--- src/design/hci_pkg.sv ---
// package of constants for the hub connect and interrupt logic
package hci_pkg;
  // register offsets on the serial slave port
  localparam logic [7:0] HCI_EVENT_FLAG_ADDR = 8'hE8;
  localparam logic [7:0] HCI_EVENT_ENABLE_ADDR = 8'hE9;
  localparam logic [7:0] HCI_INTERLOCK_ADDR = 8'hE7;
  localparam logic [7:0] HCI_CONFIG_ADDR = 8'hE6;
  // reset values
  localparam logic [7:0] HCI_EVENT_FLAG_RST = 8'h00;
  localparam logic [7:0] HCI_EVENT_ENABLE_RST = 8'h00;
  localparam logic [7:0] HCI_INTERLOCK_RST = 8'h01;
  localparam logic [7:0] HCI_CONFIG_RST = 8'h00;
  // field positions
  localparam int HCI_CONNECT_HOLD_BIT = 0;
  localparam int HCI_SUSP_LEVEL_BIT = 0;
  localparam int HCI_NUM_EVENTS = 8;
  // reference clock select codes
  localparam logic [1:0] HCI_REF_38M4 = 2'h0;
  localparam logic [1:0] HCI_REF_26M0 = 2'h1;
  localparam logic [1:0] HCI_REF_19M2 = 2'h2;
  localparam logic [1:0] HCI_REF_12M0 = 2'h3;
  // reference rate in kHz per select code
  localparam logic [15:0] HCI_KHZ_38M4 = 16'h9600;
  localparam logic [15:0] HCI_KHZ_26M0 = 16'h6590;
  localparam logic [15:0] HCI_KHZ_19M2 = 16'h4B00;
  localparam logic [15:0] HCI_KHZ_12M0 = 16'h2EE0;
  // hub stage encoding
  typedef enum logic [1:0]
  {
    HCI_ST_INIT = 2'b00,
    HCI_ST_CONFIG = 2'b01,
    HCI_ST_COMM = 2'b10
  } hci_stage_t;
endpackage : hci_pkg

--- src/design/hci_event_if.sv ---
// interface carrying event conditions and flag clears to the latch
`timescale 1ns/10ps
`default_nettype none
interface hci_event_if;
  import hci_pkg::*;
  logic [HCI_NUM_EVENTS-1:0] cond;
  logic [HCI_NUM_EVENTS-1:0] clear;
  logic [HCI_NUM_EVENTS-1:0] flags;
  modport ctrl (output cond, output clear, input flags);
  modport latch (input cond, input clear, output flags);
endinterface : hci_event_if
`default_nettype wire

--- src/design/hci_event_latch.sv ---
// per-bit edge-triggered sticky event flags
`timescale 1ns/10ps
`default_nettype none
module hci_event_latch
  import hci_pkg::*;
(
  // clock and reset
  input wire logic mclk_in,
  input wire logic reset_in,
  input wire logic clk_en_in,
  // event bundle
  hci_event_if.latch ev
);
  logic [HCI_NUM_EVENTS-1:0] cond_q;
  logic [HCI_NUM_EVENTS-1:0] flag_q;
  logic [HCI_NUM_EVENTS-1:0] next_cond_q;
  logic [HCI_NUM_EVENTS-1:0] next_flag_q;

  // a new rising condition sets; a set beats a same-cycle clear
  genvar gi;
  generate
    for (gi = 0; gi < HCI_NUM_EVENTS; gi++)
    begin : g_bit
      always_comb
      begin
        next_cond_q[gi] = ev.cond[gi];
        // a condition that stays high after a clear does not re-raise
        if (ev.cond[gi] && !cond_q[gi])
          next_flag_q[gi] = 1'b1;
        else if (ev.clear[gi])
          next_flag_q[gi] = 1'b0;
        else
          next_flag_q[gi] = flag_q[gi];
      end
    end
  endgenerate

  // register the flags
  always_ff @(posedge mclk_in or posedge reset_in)
  begin
    if (reset_in)
    begin
      cond_q <= HCI_EVENT_FLAG_RST;
      flag_q <= HCI_EVENT_FLAG_RST;
    end
    else if (clk_en_in)
    begin
      cond_q <= next_cond_q;
      flag_q <= next_flag_q;
    end
  end

  assign ev.flags = flag_q;
endmodule : hci_event_latch
`default_nettype wire

--- src/design/hci_hub_ctrl.sv ---
// hub connect staging, reference select capture and interrupt pin logic
//
// Summary of operation
// connect pin high moves hub to communication
// pin low: wait for software hold clear
// pin tied high ignores hold bit
// rising connect pin enters communication stage
// host keeps connect low during standby
// logic clocked on rising reference edge only
// select codes 38.4, 26.0, 19.2, 12.0 MHz
// event flags readable at E8h
// enable register at E9h gates interrupt
// flags stay set until software clears
// flags survive condition going inactive
// flags set only on new occurrence
// option bit turns pin into level indication
// level mode: low when suspended or unconfigured
// level mode: high when configured, not suspended
// port selective suspend ignored in level mode
// level mode tracks status without software
// interrupt pin is open drain
// event mode: low while enabled flag set
// select pins captured once during init
// reset restores all registers to defaults
`timescale 1ns/10ps
`default_nettype none
module hci_hub_ctrl
  import hci_pkg::*;
(
  // clock, enable and reset
  input wire logic mclk_in,
  input wire logic reset_in,
  input wire logic clk_en_in,
  // pins from the board
  input wire logic hub_connect_in,
  input wire logic [1:0] ref_sel_in,
  // serial slave register port
  input wire logic reg_wr_in,
  input wire logic reg_rd_in,
  input wire logic [7:0] reg_addr_in,
  input wire logic [7:0] reg_wdata_in,
  output logic [7:0] reg_rdata_out,
  output logic reg_rvalid_out,
  // hub status from the core
  input wire logic [7:0] event_cond_in,
  input wire logic hub_suspended_in,
  input wire logic hub_configured_in,
  input wire logic port_suspend_in,
  // interrupt pin, open drain
  input wire logic int_pin_in,
  output logic int_pin_out,
  output logic int_pin_oe_out,
  // stage and reference outputs
  output logic comm_stage_out,
  output logic [1:0] ref_sel_out,
  output logic [15:0] ref_khz_out
);
  hci_event_if ev ();

  // pin synchronisers
  logic [1:0] conn_sync;
  logic [1:0] next_conn_sync;
  logic [1:0] sel_s1;
  logic [1:0] sel_s2;
  logic [1:0] next_sel_s1;
  logic [1:0] next_sel_s2;
  logic susp_s1;
  logic susp_s2;
  logic cfg_s1;
  logic cfg_s2;
  logic next_susp_s1;
  logic next_susp_s2;
  logic next_cfg_s1;
  logic next_cfg_s2;
  logic conn_prev;
  logic next_conn_prev;
  logic pin_s1;
  logic pin_s2;
  logic next_pin_s1;
  logic next_pin_s2;

  // registers
  logic [7:0] enable_reg;
  logic [7:0] next_enable_reg;
  logic [7:0] interlock_reg;
  logic [7:0] next_interlock_reg;
  logic [7:0] config_reg;
  logic [7:0] next_config_reg;
  logic [7:0] clear_q;
  logic [7:0] next_clear_q;
  logic [7:0] rdata;
  logic [7:0] next_rdata;
  logic rvalid;
  logic next_rvalid;

  // stage machine and captured select
  hci_stage_t stage;
  hci_stage_t next_stage;
  logic [1:0] ref_cap;
  logic [1:0] next_ref_cap;
  logic [1:0] init_cnt;
  logic [1:0] next_init_cnt;
  logic [15:0] khz;
  logic [15:0] next_khz;
  logic comm;
  logic next_comm;

  // interrupt drive
  logic int_low;
  logic next_int_low;
  logic any_event;

  assign ev.cond = event_cond_in;
  assign ev.clear = clear_q;

  // sticky flag latch
  hci_event_latch u_latch
  (
    .mclk_in(mclk_in),
    .reset_in(reset_in),
    .clk_en_in(clk_en_in),
    .ev(ev)
  );

  // two-stage synchronisers for the asynchronous pins
  always_comb
  begin
    next_conn_sync = {conn_sync[0], hub_connect_in};
    next_sel_s1 = ref_sel_in;
    next_sel_s2 = sel_s1;
    next_susp_s1 = hub_suspended_in;
    next_susp_s2 = susp_s1;
    next_cfg_s1 = hub_configured_in;
    next_cfg_s2 = cfg_s1;
    next_pin_s1 = int_pin_in;
    next_pin_s2 = pin_s1;
    next_conn_prev = conn_sync[1];
  end

  always_ff @(posedge mclk_in or posedge reset_in)
  begin
    if (reset_in)
    begin
      conn_sync <= 2'h0;
      sel_s1 <= 2'h0;
      sel_s2 <= 2'h0;
      susp_s1 <= 1'b0;
      susp_s2 <= 1'b0;
      cfg_s1 <= 1'b0;
      cfg_s2 <= 1'b0;
      pin_s1 <= 1'b1;
      pin_s2 <= 1'b1;
      conn_prev <= 1'b0;
    end
    else if (clk_en_in)
    begin
      conn_sync <= next_conn_sync;
      sel_s1 <= next_sel_s1;
      sel_s2 <= next_sel_s2;
      susp_s1 <= next_susp_s1;
      susp_s2 <= next_susp_s2;
      cfg_s1 <= next_cfg_s1;
      cfg_s2 <= next_cfg_s2;
      pin_s1 <= next_pin_s1;
      pin_s2 <= next_pin_s2;
      conn_prev <= next_conn_prev;
    end
  end

  // register writes and reads; the flag register clears by writing ones
  always_comb
  begin
    next_enable_reg = enable_reg;
    next_interlock_reg = interlock_reg;
    next_config_reg = config_reg;
    next_clear_q = 8'h00;
    next_rdata = rdata;
    next_rvalid = reg_rd_in;
    if (reg_wr_in)
    begin
      if (reg_addr_in == HCI_EVENT_FLAG_ADDR)
        next_clear_q = reg_wdata_in;
      else if (reg_addr_in == HCI_EVENT_ENABLE_ADDR)
        next_enable_reg = reg_wdata_in;
      else if (reg_addr_in == HCI_INTERLOCK_ADDR)
        next_interlock_reg = reg_wdata_in & 8'h01;
      else if (reg_addr_in == HCI_CONFIG_ADDR)
        next_config_reg = reg_wdata_in & 8'h01;
    end
    if (reg_rd_in)
    begin
      if (reg_addr_in == HCI_EVENT_FLAG_ADDR)
        next_rdata = ev.flags;
      else if (reg_addr_in == HCI_EVENT_ENABLE_ADDR)
        next_rdata = enable_reg;
      else if (reg_addr_in == HCI_INTERLOCK_ADDR)
        next_rdata = interlock_reg;
      else if (reg_addr_in == HCI_CONFIG_ADDR)
        next_rdata = config_reg;
      else
        next_rdata = 8'h00; // unmapped reads as zero
    end
  end

  // register state
  always_ff @(posedge mclk_in or posedge reset_in)
  begin
    if (reset_in)
    begin
      enable_reg <= HCI_EVENT_ENABLE_RST;
      interlock_reg <= HCI_INTERLOCK_RST;
      config_reg <= HCI_CONFIG_RST;
      clear_q <= 8'h00;
      rdata <= 8'h00;
      rvalid <= 1'b0;
    end
    else if (clk_en_in)
    begin
      enable_reg <= next_enable_reg;
      interlock_reg <= next_interlock_reg;
      config_reg <= next_config_reg;
      clear_q <= next_clear_q;
      rdata <= next_rdata;
      rvalid <= next_rvalid;
    end
  end

  // stage machine: init captures select, config waits for connect or a cleared hold bit
  always_comb
  begin
    next_stage = stage;
    next_init_cnt = init_cnt;
    next_ref_cap = ref_cap;
    next_khz = khz;
    next_comm = comm;
    case (stage)
      HCI_ST_INIT:
      begin
        // wait until both synchroniser stages hold the pin value, else reset zeros get captured
        next_init_cnt = init_cnt + 2'h1;
        if (init_cnt == 2'h2)
        begin
          // select pins are sampled once here and held afterwards
          next_ref_cap = sel_s2;
          case (sel_s2)
            HCI_REF_38M4: next_khz = HCI_KHZ_38M4;
            HCI_REF_26M0: next_khz = HCI_KHZ_26M0;
            HCI_REF_19M2: next_khz = HCI_KHZ_19M2;
            default: next_khz = HCI_KHZ_12M0;
          endcase
          next_stage = HCI_ST_CONFIG;
        end
      end
      HCI_ST_CONFIG:
      begin
        // a high pin, tied or newly risen, wins over the hold bit
        if (conn_sync[1])
        begin
          next_stage = HCI_ST_COMM;
          next_comm = 1'b1;
        end
        else if (conn_sync[1] && !conn_prev)
        begin
          next_stage = HCI_ST_COMM;
          next_comm = 1'b1;
        end
        else if (!interlock_reg[HCI_CONNECT_HOLD_BIT])
        begin
          next_stage = HCI_ST_COMM;
          next_comm = 1'b1;
        end
      end
      HCI_ST_COMM:
      begin
        next_comm = 1'b1;
      end
      default:
      begin
        next_stage = HCI_ST_INIT;
        next_comm = 1'b0;
      end
    endcase
  end

  // stage state
  always_ff @(posedge mclk_in or posedge reset_in)
  begin
    if (reset_in)
    begin
      stage <= HCI_ST_INIT;
      init_cnt <= 2'h0;
      ref_cap <= HCI_REF_38M4;
      khz <= HCI_KHZ_38M4;
      comm <= 1'b0;
    end
    else if (clk_en_in)
    begin
      stage <= next_stage;
      init_cnt <= next_init_cnt;
      ref_cap <= next_ref_cap;
      khz <= next_khz;
      comm <= next_comm;
    end
  end

  // interrupt pin: level mode ignores port suspend and software
  assign any_event = |(ev.flags & enable_reg);
  always_comb
  begin
    if (config_reg[HCI_SUSP_LEVEL_BIT])
      next_int_low = susp_s2 || !cfg_s2;
    else
      next_int_low = any_event;
  end

  always_ff @(posedge mclk_in or posedge reset_in)
  begin
    if (reset_in)
      int_low <= 1'b0;
    else if (clk_en_in)
      int_low <= next_int_low;
  end

  // open drain: drive zero only while asserted
  assign int_pin_out = 1'b0;
  assign int_pin_oe_out = int_low;
  assign reg_rdata_out = rdata;
  assign reg_rvalid_out = rvalid;
  assign comm_stage_out = comm;
  assign ref_sel_out = ref_cap;
  assign ref_khz_out = khz;
endmodule : hci_hub_ctrl
`default_nettype wire

--- config.mk ---
export PLATFORM = sky130hd
export DESIGN_NAME = hci_hub_ctrl
export DESIGN_NICKNAME = d
export VERILOG_FILES = /design/src/design/hci_pkg.sv /design/src/design/hci_event_if.sv /design/src/design/hci_event_latch.sv /design/src/design/hci_hub_ctrl.sv
export SDC_FILE = /design/constraint.sdc
export NUM_CORES = 1
export LEC_CHECK = 0
export BUFFER_PORTS_ARGS = -buffer_cell sky130_fd_sc_hd__buf_2
export CORE_ASPECT_RATIO = 0.7
export CORE_MARGIN = 2
export CORE_UTILIZATION = 40
export CTS_BUF_LIST = sky130_fd_sc_hd__clkbuf_4 sky130_fd_sc_hd__clkbuf_8
export CTS_CLUSTER_SIZE = 12
export DETAILED_ROUTE_END_ITERATION = 6
export GPL_TIMING_DRIVEN = 0
export PLACE_DENSITY = 0.65
export SYNTH_ARGS = -nofsm -noshare
export SYNTH_HDL_FRONTEND = slang
export SYNTH_SLANG_ARGS = --single-unit
--- constraint.sdc ---
create_clock -name mclk_in -period 2 [get_ports mclk_in]
set_clock_uncertainty 0.1 [all_clocks]
set_input_delay 0.2 -clock mclk_in [delete_from_list [all_inputs] [get_ports mclk_in]]
set_output_delay 0.2 -clock mclk_in [all_outputs]
set_load 0.01 [all_outputs]
==> results of run 1 <==
logic make-up after synthesis:
group,after synthesis
buffers and inverters,36
other,1
AND/OR/NAND/NOR,56
adder cells (fa/ha/maj),12
multiplexers,33
flip-flops,69
AO/OA/AOI/OAI,49
XOR/XNOR,1
cells in the mapped netlist (all sizes together), types with 2 or more instances:
cell type,instances
o21ai,20
nor3,3
mux2i,8
nand3,2
nand2,37
o31ai,7
nand4b,3
nor4,2
nor2,2
clkbuf,4
inv,15
dfstp,4
dfrtp,65
a22o,9
mux2,25
buf,16
ha,12
nand3b,3
a32o,7
critical path, delay by kind of cell, from the launching register on:
kind / cells / cell delay [ps]
adders and majority gates: 1 / 230
DFF: 1 / 400
buffers and inverters: 2 / 410
and+or+nand+nor: 2 / 370
AOI/OAI and AO/OA: 1 / 80
metal layers:
layer | up-vias | track usage
li1 | 1074 | -
met1 | 1116 | 0.246
met2 | 55 | 0.259
met3 | 8 | 0.0689
met4 | 0 | 0.0551
met5 | - | 0
timing repair:
item                                   4_1_cts  5_1_grt
setup buffers                                0        0
endpoints found under the hold margin       62        0
gates resized for setup                      0        0
hold buffers                                21        0
where the power goes:
group	total [W]	switching (W)	internal, W
sequential	0.00172	0.000109	0.00161
combinational	0.000817	0.000407	0.000410
clock	0.00107	0.000495	0.000573
total	0.00360	0.00101	0.00259
how the worst min path moves through the flow:
stage                           startpoint                end  depth (start not counted)
after floorplan           event_cond_in[1]  u_latch.cond_q[1]                          2
after global placement    event_cond_in[5]  u_latch.cond_q[5]                          3
after detailed placement          reset_in  u_latch.cond_q[7]                          2
after CTS                  reg_wdata_in[0]         clear_q[0]                          2
after global routing       reg_wdata_in[0]         clear_q[0]                          2
final                      reg_wdata_in[0]         clear_q[0]                          2
stage by stage:
stage	total power [W]	hold WS, ps	util
6_report	0.00360	35.2	0.530
2_1_floorplan	0.00225	221	-
5_1_grt	0.00384	28.7	0.530
3_3_place_gp	0.00251	331	0.474
3_5_place_dp	0.00254	321	0.476
4_1_cts	0.00365	14.7	0.530
cell type report:
class | count | area, um^2 | share of cell area
buffer | 20 | 116 | 0.0297
multi-input combinational | 156 | 1180 | 0.301
tap | 98 | 123 | 0.0313
timing repair buffer | 79 | 515 | 0.132
inverter | 16 | 63.8 | 0.0163
clock buffer | 15 | 181 | 0.0463
clock inverter | 1 | 5.00 | 0.00128
sequential | 69 | 1730 | 0.442
==> results.md, run 1 <==
* Outcome: finished, final reports clean
* Max IR drop VDD at approximately 0.52 mV
* Commonest non-fill, non-tap cell in the layout: dfrtp_1
* Warnings, synthesis at 0
* Htree depth at 3
* Setup WS pre-CTS at ~120 ps
* Synth Area in Adders at 0.0489
* Worst slew pin tran at ~860 ps
* Vias at between 2000 and 2500
* Crit path cell chain: inv_1, ha_1, nand3_1, clkbuf_1, nand2_1, o21ai_0
* Fillers at 666
* Routed wire length at approximately 6700 um
* Synth top area share at 0.530
* Wire length on met1 at 3250 um
* Die ar. at 0.00841 mm^2
* Setup TNS at 0 ps
* Slew Limit Fails at 0
* Hold WC Path Type: primary input to flop
* #FFs+latches synth at 69
* # diodes at 0
* Unique cell type count in the Yosys netlist at 36
* # nets final at 399
* Post-synthesis sequential area ratio at 0.564
* Dpl hpwl at between 4000 and 5000 um
* Critical path type: flop to flop
* CP Max Fanout at 10
* Synth area leader: dfrtp_1
* Worst-skew pair later-pin latency at 350 ps
* Post-synthesis compound-gate area fraction at 0.115
* First-pass GRT wire length at 11000 um
* Prevailing post-synth register cell: dfrtp_1
* PD cells at approximately 920 mW/mm^2
* Worst stage delay on the critical path at about 400 ps
* Synth Area per Inst at 12.0 um^2
* Ranking of synthesized cells by area: dfrtp_1 53%, mux2_2 9.2%, ha_1 4.9%, nand2_1 4.5%, dfstp_2 3.4%
* Final setup violation count at 0
* DR DRC count at 0
* Share of post-route cells with drive strength above 1 at 0.337
* Maxcap violations at 0
* Initial Utilization at 0.416
* Post-route ant nets at 0
* LEAKAGE at 1.91 nW
* Area delta synth->final at 27.5%
* CP Launch Type: flop
* Number of enable flip-flop cells after synthesis at 0
* Worst-path clk slew at 70 ps
* Final hold violations at 0
* Placed insts at 417
* Die width at roughly 110 um
* Metal3 WL at 330 um
* Largest net degree at the start of global routing at 40
* Relative slew slack at 0.425
* Total congestion overflow at 0
* Minimum clock period after layout at 1720 ps
* Ys async rst share at 1.00
* I/O pins at 66
* Worst path slowest cell: dfrtp_1
* PortBufs at between 50 and 60
* Max Clk Rate at 0.580 GHz
* Mapped Cells at 257
* Design area at 0.00392 mm^2
* Routed wire per std cell at 14.8 um
* Largest family of logic cells by synthesized area: multiplexers
* Vias in the first global route at 2156
* Simple-Gate Fraction of Synth Area at 0.0933
* Mux contribution to synthesized area at 0.118
* Initial DRC Count at 105
* Highest routed layer: met4
* Reg2reg setup slack at 280 ps
* Vias per inst at 4.96
* Met2 WL at 3070 um
* Reg2reg start: stage[1]
* Core Box Area at 0.00738 mm^2
* Post-Synth XOR/XNOR Area at 0.00285
* FF-to-FF path depth at 6
* Placer Congestion at about 0.77
* Die Ht at ~77 um
* CTS tree: done
* Total CTS buffers at 9
* RSZ-0062 raised after global routing: false
* Setup crit end kind: flop
* Final std cells w/o fill at 454
* Tot GR Track Use at 0.178
* Placed Area at 0.00352 mm^2
* Required time of the worst setup path at 2120 ps
* Clk buf depth at 2
* Sink Count at 69
* Commonest cells after routing, fill and taps aside: 65 x dfrtp_1, 60 x buf_2, 37 x nand2_1, 25 x mux2_2, 21 x dlygate4sd3_1
* Worst Setup EP: ref_khz_out[11]
* CP Launch Point: stage[1]
* Tcrit/Tclk final at 0.862
* Initial antenna violation count at 0
* Root buffer cell: clkbuf_8
* Crit path arrival time at 1840 ps
* Worst setup margin at 277 ps
* Rows at 26
* First drt pass iteration count at 4
* Mapped Area at 0.00307 mm^2
* Reg-to-reg critical path endpoint: ref_khz_out[11]
(Power assumes the default switching activity.)
==> run 2: changes to the inputs <==
--- a/config.mk
+++ b/config.mk
@@ -14,4 +14,5 @@
 export DETAILED_ROUTE_END_ITERATION = 6
 export GPL_TIMING_DRIVEN = 0
+export MAX_ROUTING_LAYER = met4
 export PLACE_DENSITY = 0.65
 export SYNTH_ARGS = -nofsm -noshare
==> constraint.sdc (replaced) <==
create_clock -name mclk_in -period 1.4 [get_ports mclk_in]
set_clock_uncertainty 0.1 [all_clocks]
set_input_delay 0.21 -clock mclk_in [delete_from_list [all_inputs] [get_ports mclk_in]]
set_output_delay 0.21 -clock mclk_in [all_outputs]
set_load 0.01 [all_outputs]
==> run 2 against run 1 <==
  * The flow now finishes with violations (setup timing)
  * First-iteration DRC count increased by 26%
  * Die area unchanged
  * Sequential share of layout area fell by 1.5 points
  * Maximum frequency increased by 21%
  * Total power is 54% higher
  * Largest cell class unchanged
  * Critical endpoint is now stage[1]
  * Critical path depth fell by 1
==> results.md, run 2 (synthesis results as in run 1) <==
* Wire length on met1 at 3320 um (+2.3%)
* FF-to-FF path depth at 5 (-1)
* Rows at 26 (unchanged)
* Vias in the first global route at 2197 (+1.9%)
* Max Clk Rate at 0.700 GHz (+21%)
* LEAKAGE at 1.96 nW (+2.9%)
* Setup WS pre-CTS at -409 ps (-527 ps)
* Worst slew pin tran at 796 ps (-65.8 ps)
* Tcrit/Tclk final at 1.02 (+0.159)
* # nets final at 401 (+0.50%)
* Hold_sp: reg_wdata_in[5]
* Tot GR Track Use at 0.173 (-0.00499)
* CTS tree: done
* PD cells at 1360 mW/mm^2 (+48%)
* Core Util, Final at 0.549 (+0.0191)
* Root buffer cell: clkbuf_8
* Dpl hpwl at 4750 um (+0.81%)
* Hold EP: clear_q[5]
* Htree depth at 3 (unchanged)
* Core Box Area at 0.00738 mm^2 (unchanged)
* Routed wire length at 6790 um (+0.86%)
* Area delta synth->final at 32.1%
* Initial antenna violation count at 0 (unchanged)
* Max IR drop VDD at 0.796 mV (+54%)
* First drt pass iteration count at 4 (unchanged)
* Post-route ant nets at 0 (unchanged)
* Outcome: finished with violations
* Initial DRC Count at 132 (+26%)
* Share of post-route cells with drive strength above 1 at 0.397 (+0.0596)
* Die width at 109 um (unchanged)
* Largest net degree at the start of global routing at 38 (-5.0%)
* Reg-to-reg critical path endpoint: stage[1]
* Die ar. at 0.00841 mm^2 (unchanged)
* Sink Count at 69 (unchanged)
* Hold Path Depth at 2 (unchanged)
* Final hold violations at 0 (unchanged)
* Commonest cells after routing, fill and taps aside: 65 x dfrtp_1, 57 x buf_2, 35 x nand2_1, 17 x mux2_2, 17 x buf_4
* Crit path arrival time at 1550 ps (-290 ps)
* Worst-path clk slew at 70 ps (about the same)
* CP Launch Type: flop
* CP Launch Point: stage[0]
* Setup crit end kind: flop
* Failing checks: setup timing
* Vias per inst at 4.90 (-1.3%)
* First-pass GRT wire length at 10700 um (-2.4%)
* Setup TNS at -55.7 ps (-55.7 ps)
* Reg2reg setup slack at -30 ps (-310 ps)
* Total CTS buffers at 9 (unchanged)
* Hold WC Path Type: primary input to flop
* CP Max Fanout at 4 (-6)
* Metal3 WL at 280 um (-15%)
* Placer Congestion at 0.775 (+1.2%)
* Maxcap violations at 0 (unchanged)
* Required time of the worst setup path at 1530 ps (-590 ps)
* Hold slack at 20.5 ps (-14.7 ps)
* Slew Limit Fails at 0 (unchanged)
* I/O pins at 66 (unchanged)
* Worst-skew pair later-pin latency at 340 ps (about the same)
* Minimum clock period after layout at 1430 ps (-294 ps)
* Commonest non-fill, non-tap cell in the layout: dfrtp_1
* Vias at 2233 (-0.89%)
* Worst setup margin at -29.2 ps (-306 ps)
* # diodes at 0 (unchanged)
* Critical path type: flop to flop
* RSZ-0062 raised after global routing: true
* Met2 WL at 3080 um (+0.20%)
* Relative slew slack at 0.467 (+0.0421)
* Clk buf depth at 2 (unchanged)
* Reg2reg start: stage[0]
* Fillers at 635 (-4.7%)
* DR DRC count at 0 (unchanged)
* Initial Utilization at 0.416 (unchanged)
* Routed wire per std cell at 14.9 um (+0.42%)
* Total congestion overflow at 0 (unchanged)
* Highest routed layer: met4
* Final setup violation count at 2 (+2)
* PortBufs at 57 (unchanged)
* Die Ht at 77.3 um (unchanged)
-- run 2: cell count changes in the layout (fill, tap and decap cells not counted), sizes merged --
cell | previous run | this run
clkbuf | 19 | 18
clkinvlp | 1 | 2
buf | 74 | 84
clkinv | 2 | 1
dlygate4sd3 | 21 | 13
bufinv | 0 | 1
-- run 2: worst max-delay path by stage --
stage	to	slack (ps)	depth (start not counted)
final	stage[1]	-30	5
after global routing	stage[0]	-130	5
after global placement	enable_reg[7]	-410	4
after CTS	stage[1]	-40	5
after floorplan	enable_reg[0]	-170	4
after detailed placement	enable_reg[6]	-410	5
-- run 2: routing by layer --
| metal | track usage | vias up |
|---|---|---|
| li1 | - | 1076 |
| met1 | 0.232 | 1100 |
| met2 | 0.247 | 47 |
| met3 | 0.0544 | 10 |
| met4 | 0.0641 | 0 |
| met5 | - | - |
-- run 2: report_power, final --
part	switching (W)	total (W)	internal, W
sequential	0.000168	0.00247	0.00230
combinational	0.000638	0.00135	0.000711
clock	0.000712	0.00171	0.00100
-- run 2: worst max-delay path, stage by stage (launching register included) --
cell and delay (ps):
dfrtp_1 410, inv_2 110, ha_4 160, nand2b_1 50, nand4b_1 130, mux2_2 350
-- run 2: stage by stage --
step | instance area, um^2 | instances | total power (W)
after floorplan | 3110 | 261 | 0.00323
after global routing | 4060 | 456 | 0.00586
final | 4060 | 456 | 0.00553
after detailed placement | 3540 | 417 | 0.00364
after global placement | 3520 | 416 | 0.00359
after CTS | 3970 | 451 | 0.00555
-- run 2: cell type report --
cell class | count | area, um^2 | area share
Sequential cell | 69 | 1730 | 0.427
Multi-Input combinational cell | 156 | 1260 | 0.310
Timing Repair Buffer | 81 | 533 | 0.131
Clock buffer | 15 | 181 | 0.0447
Buffer | 19 | 130 | 0.0321
Tap cell | 98 | 123 | 0.0302
Inverter | 16 | 63.8 | 0.0157
Clock inverter | 1 | 30.0 | 0.00740
Timing Repair inverter | 1 | 5.00 | 0.00123
-- run 2: repair_timing --
action | CTS | global route
resized for setup | 9 | 23
endpoints found under the setup margin | 26 | 41
endpoints found under the hold margin | 42 | 0
cloned | 0 | 2
buffers inserted | 5 | 4
pin swaps | 3 | 6
hold buffers | 13 | 0
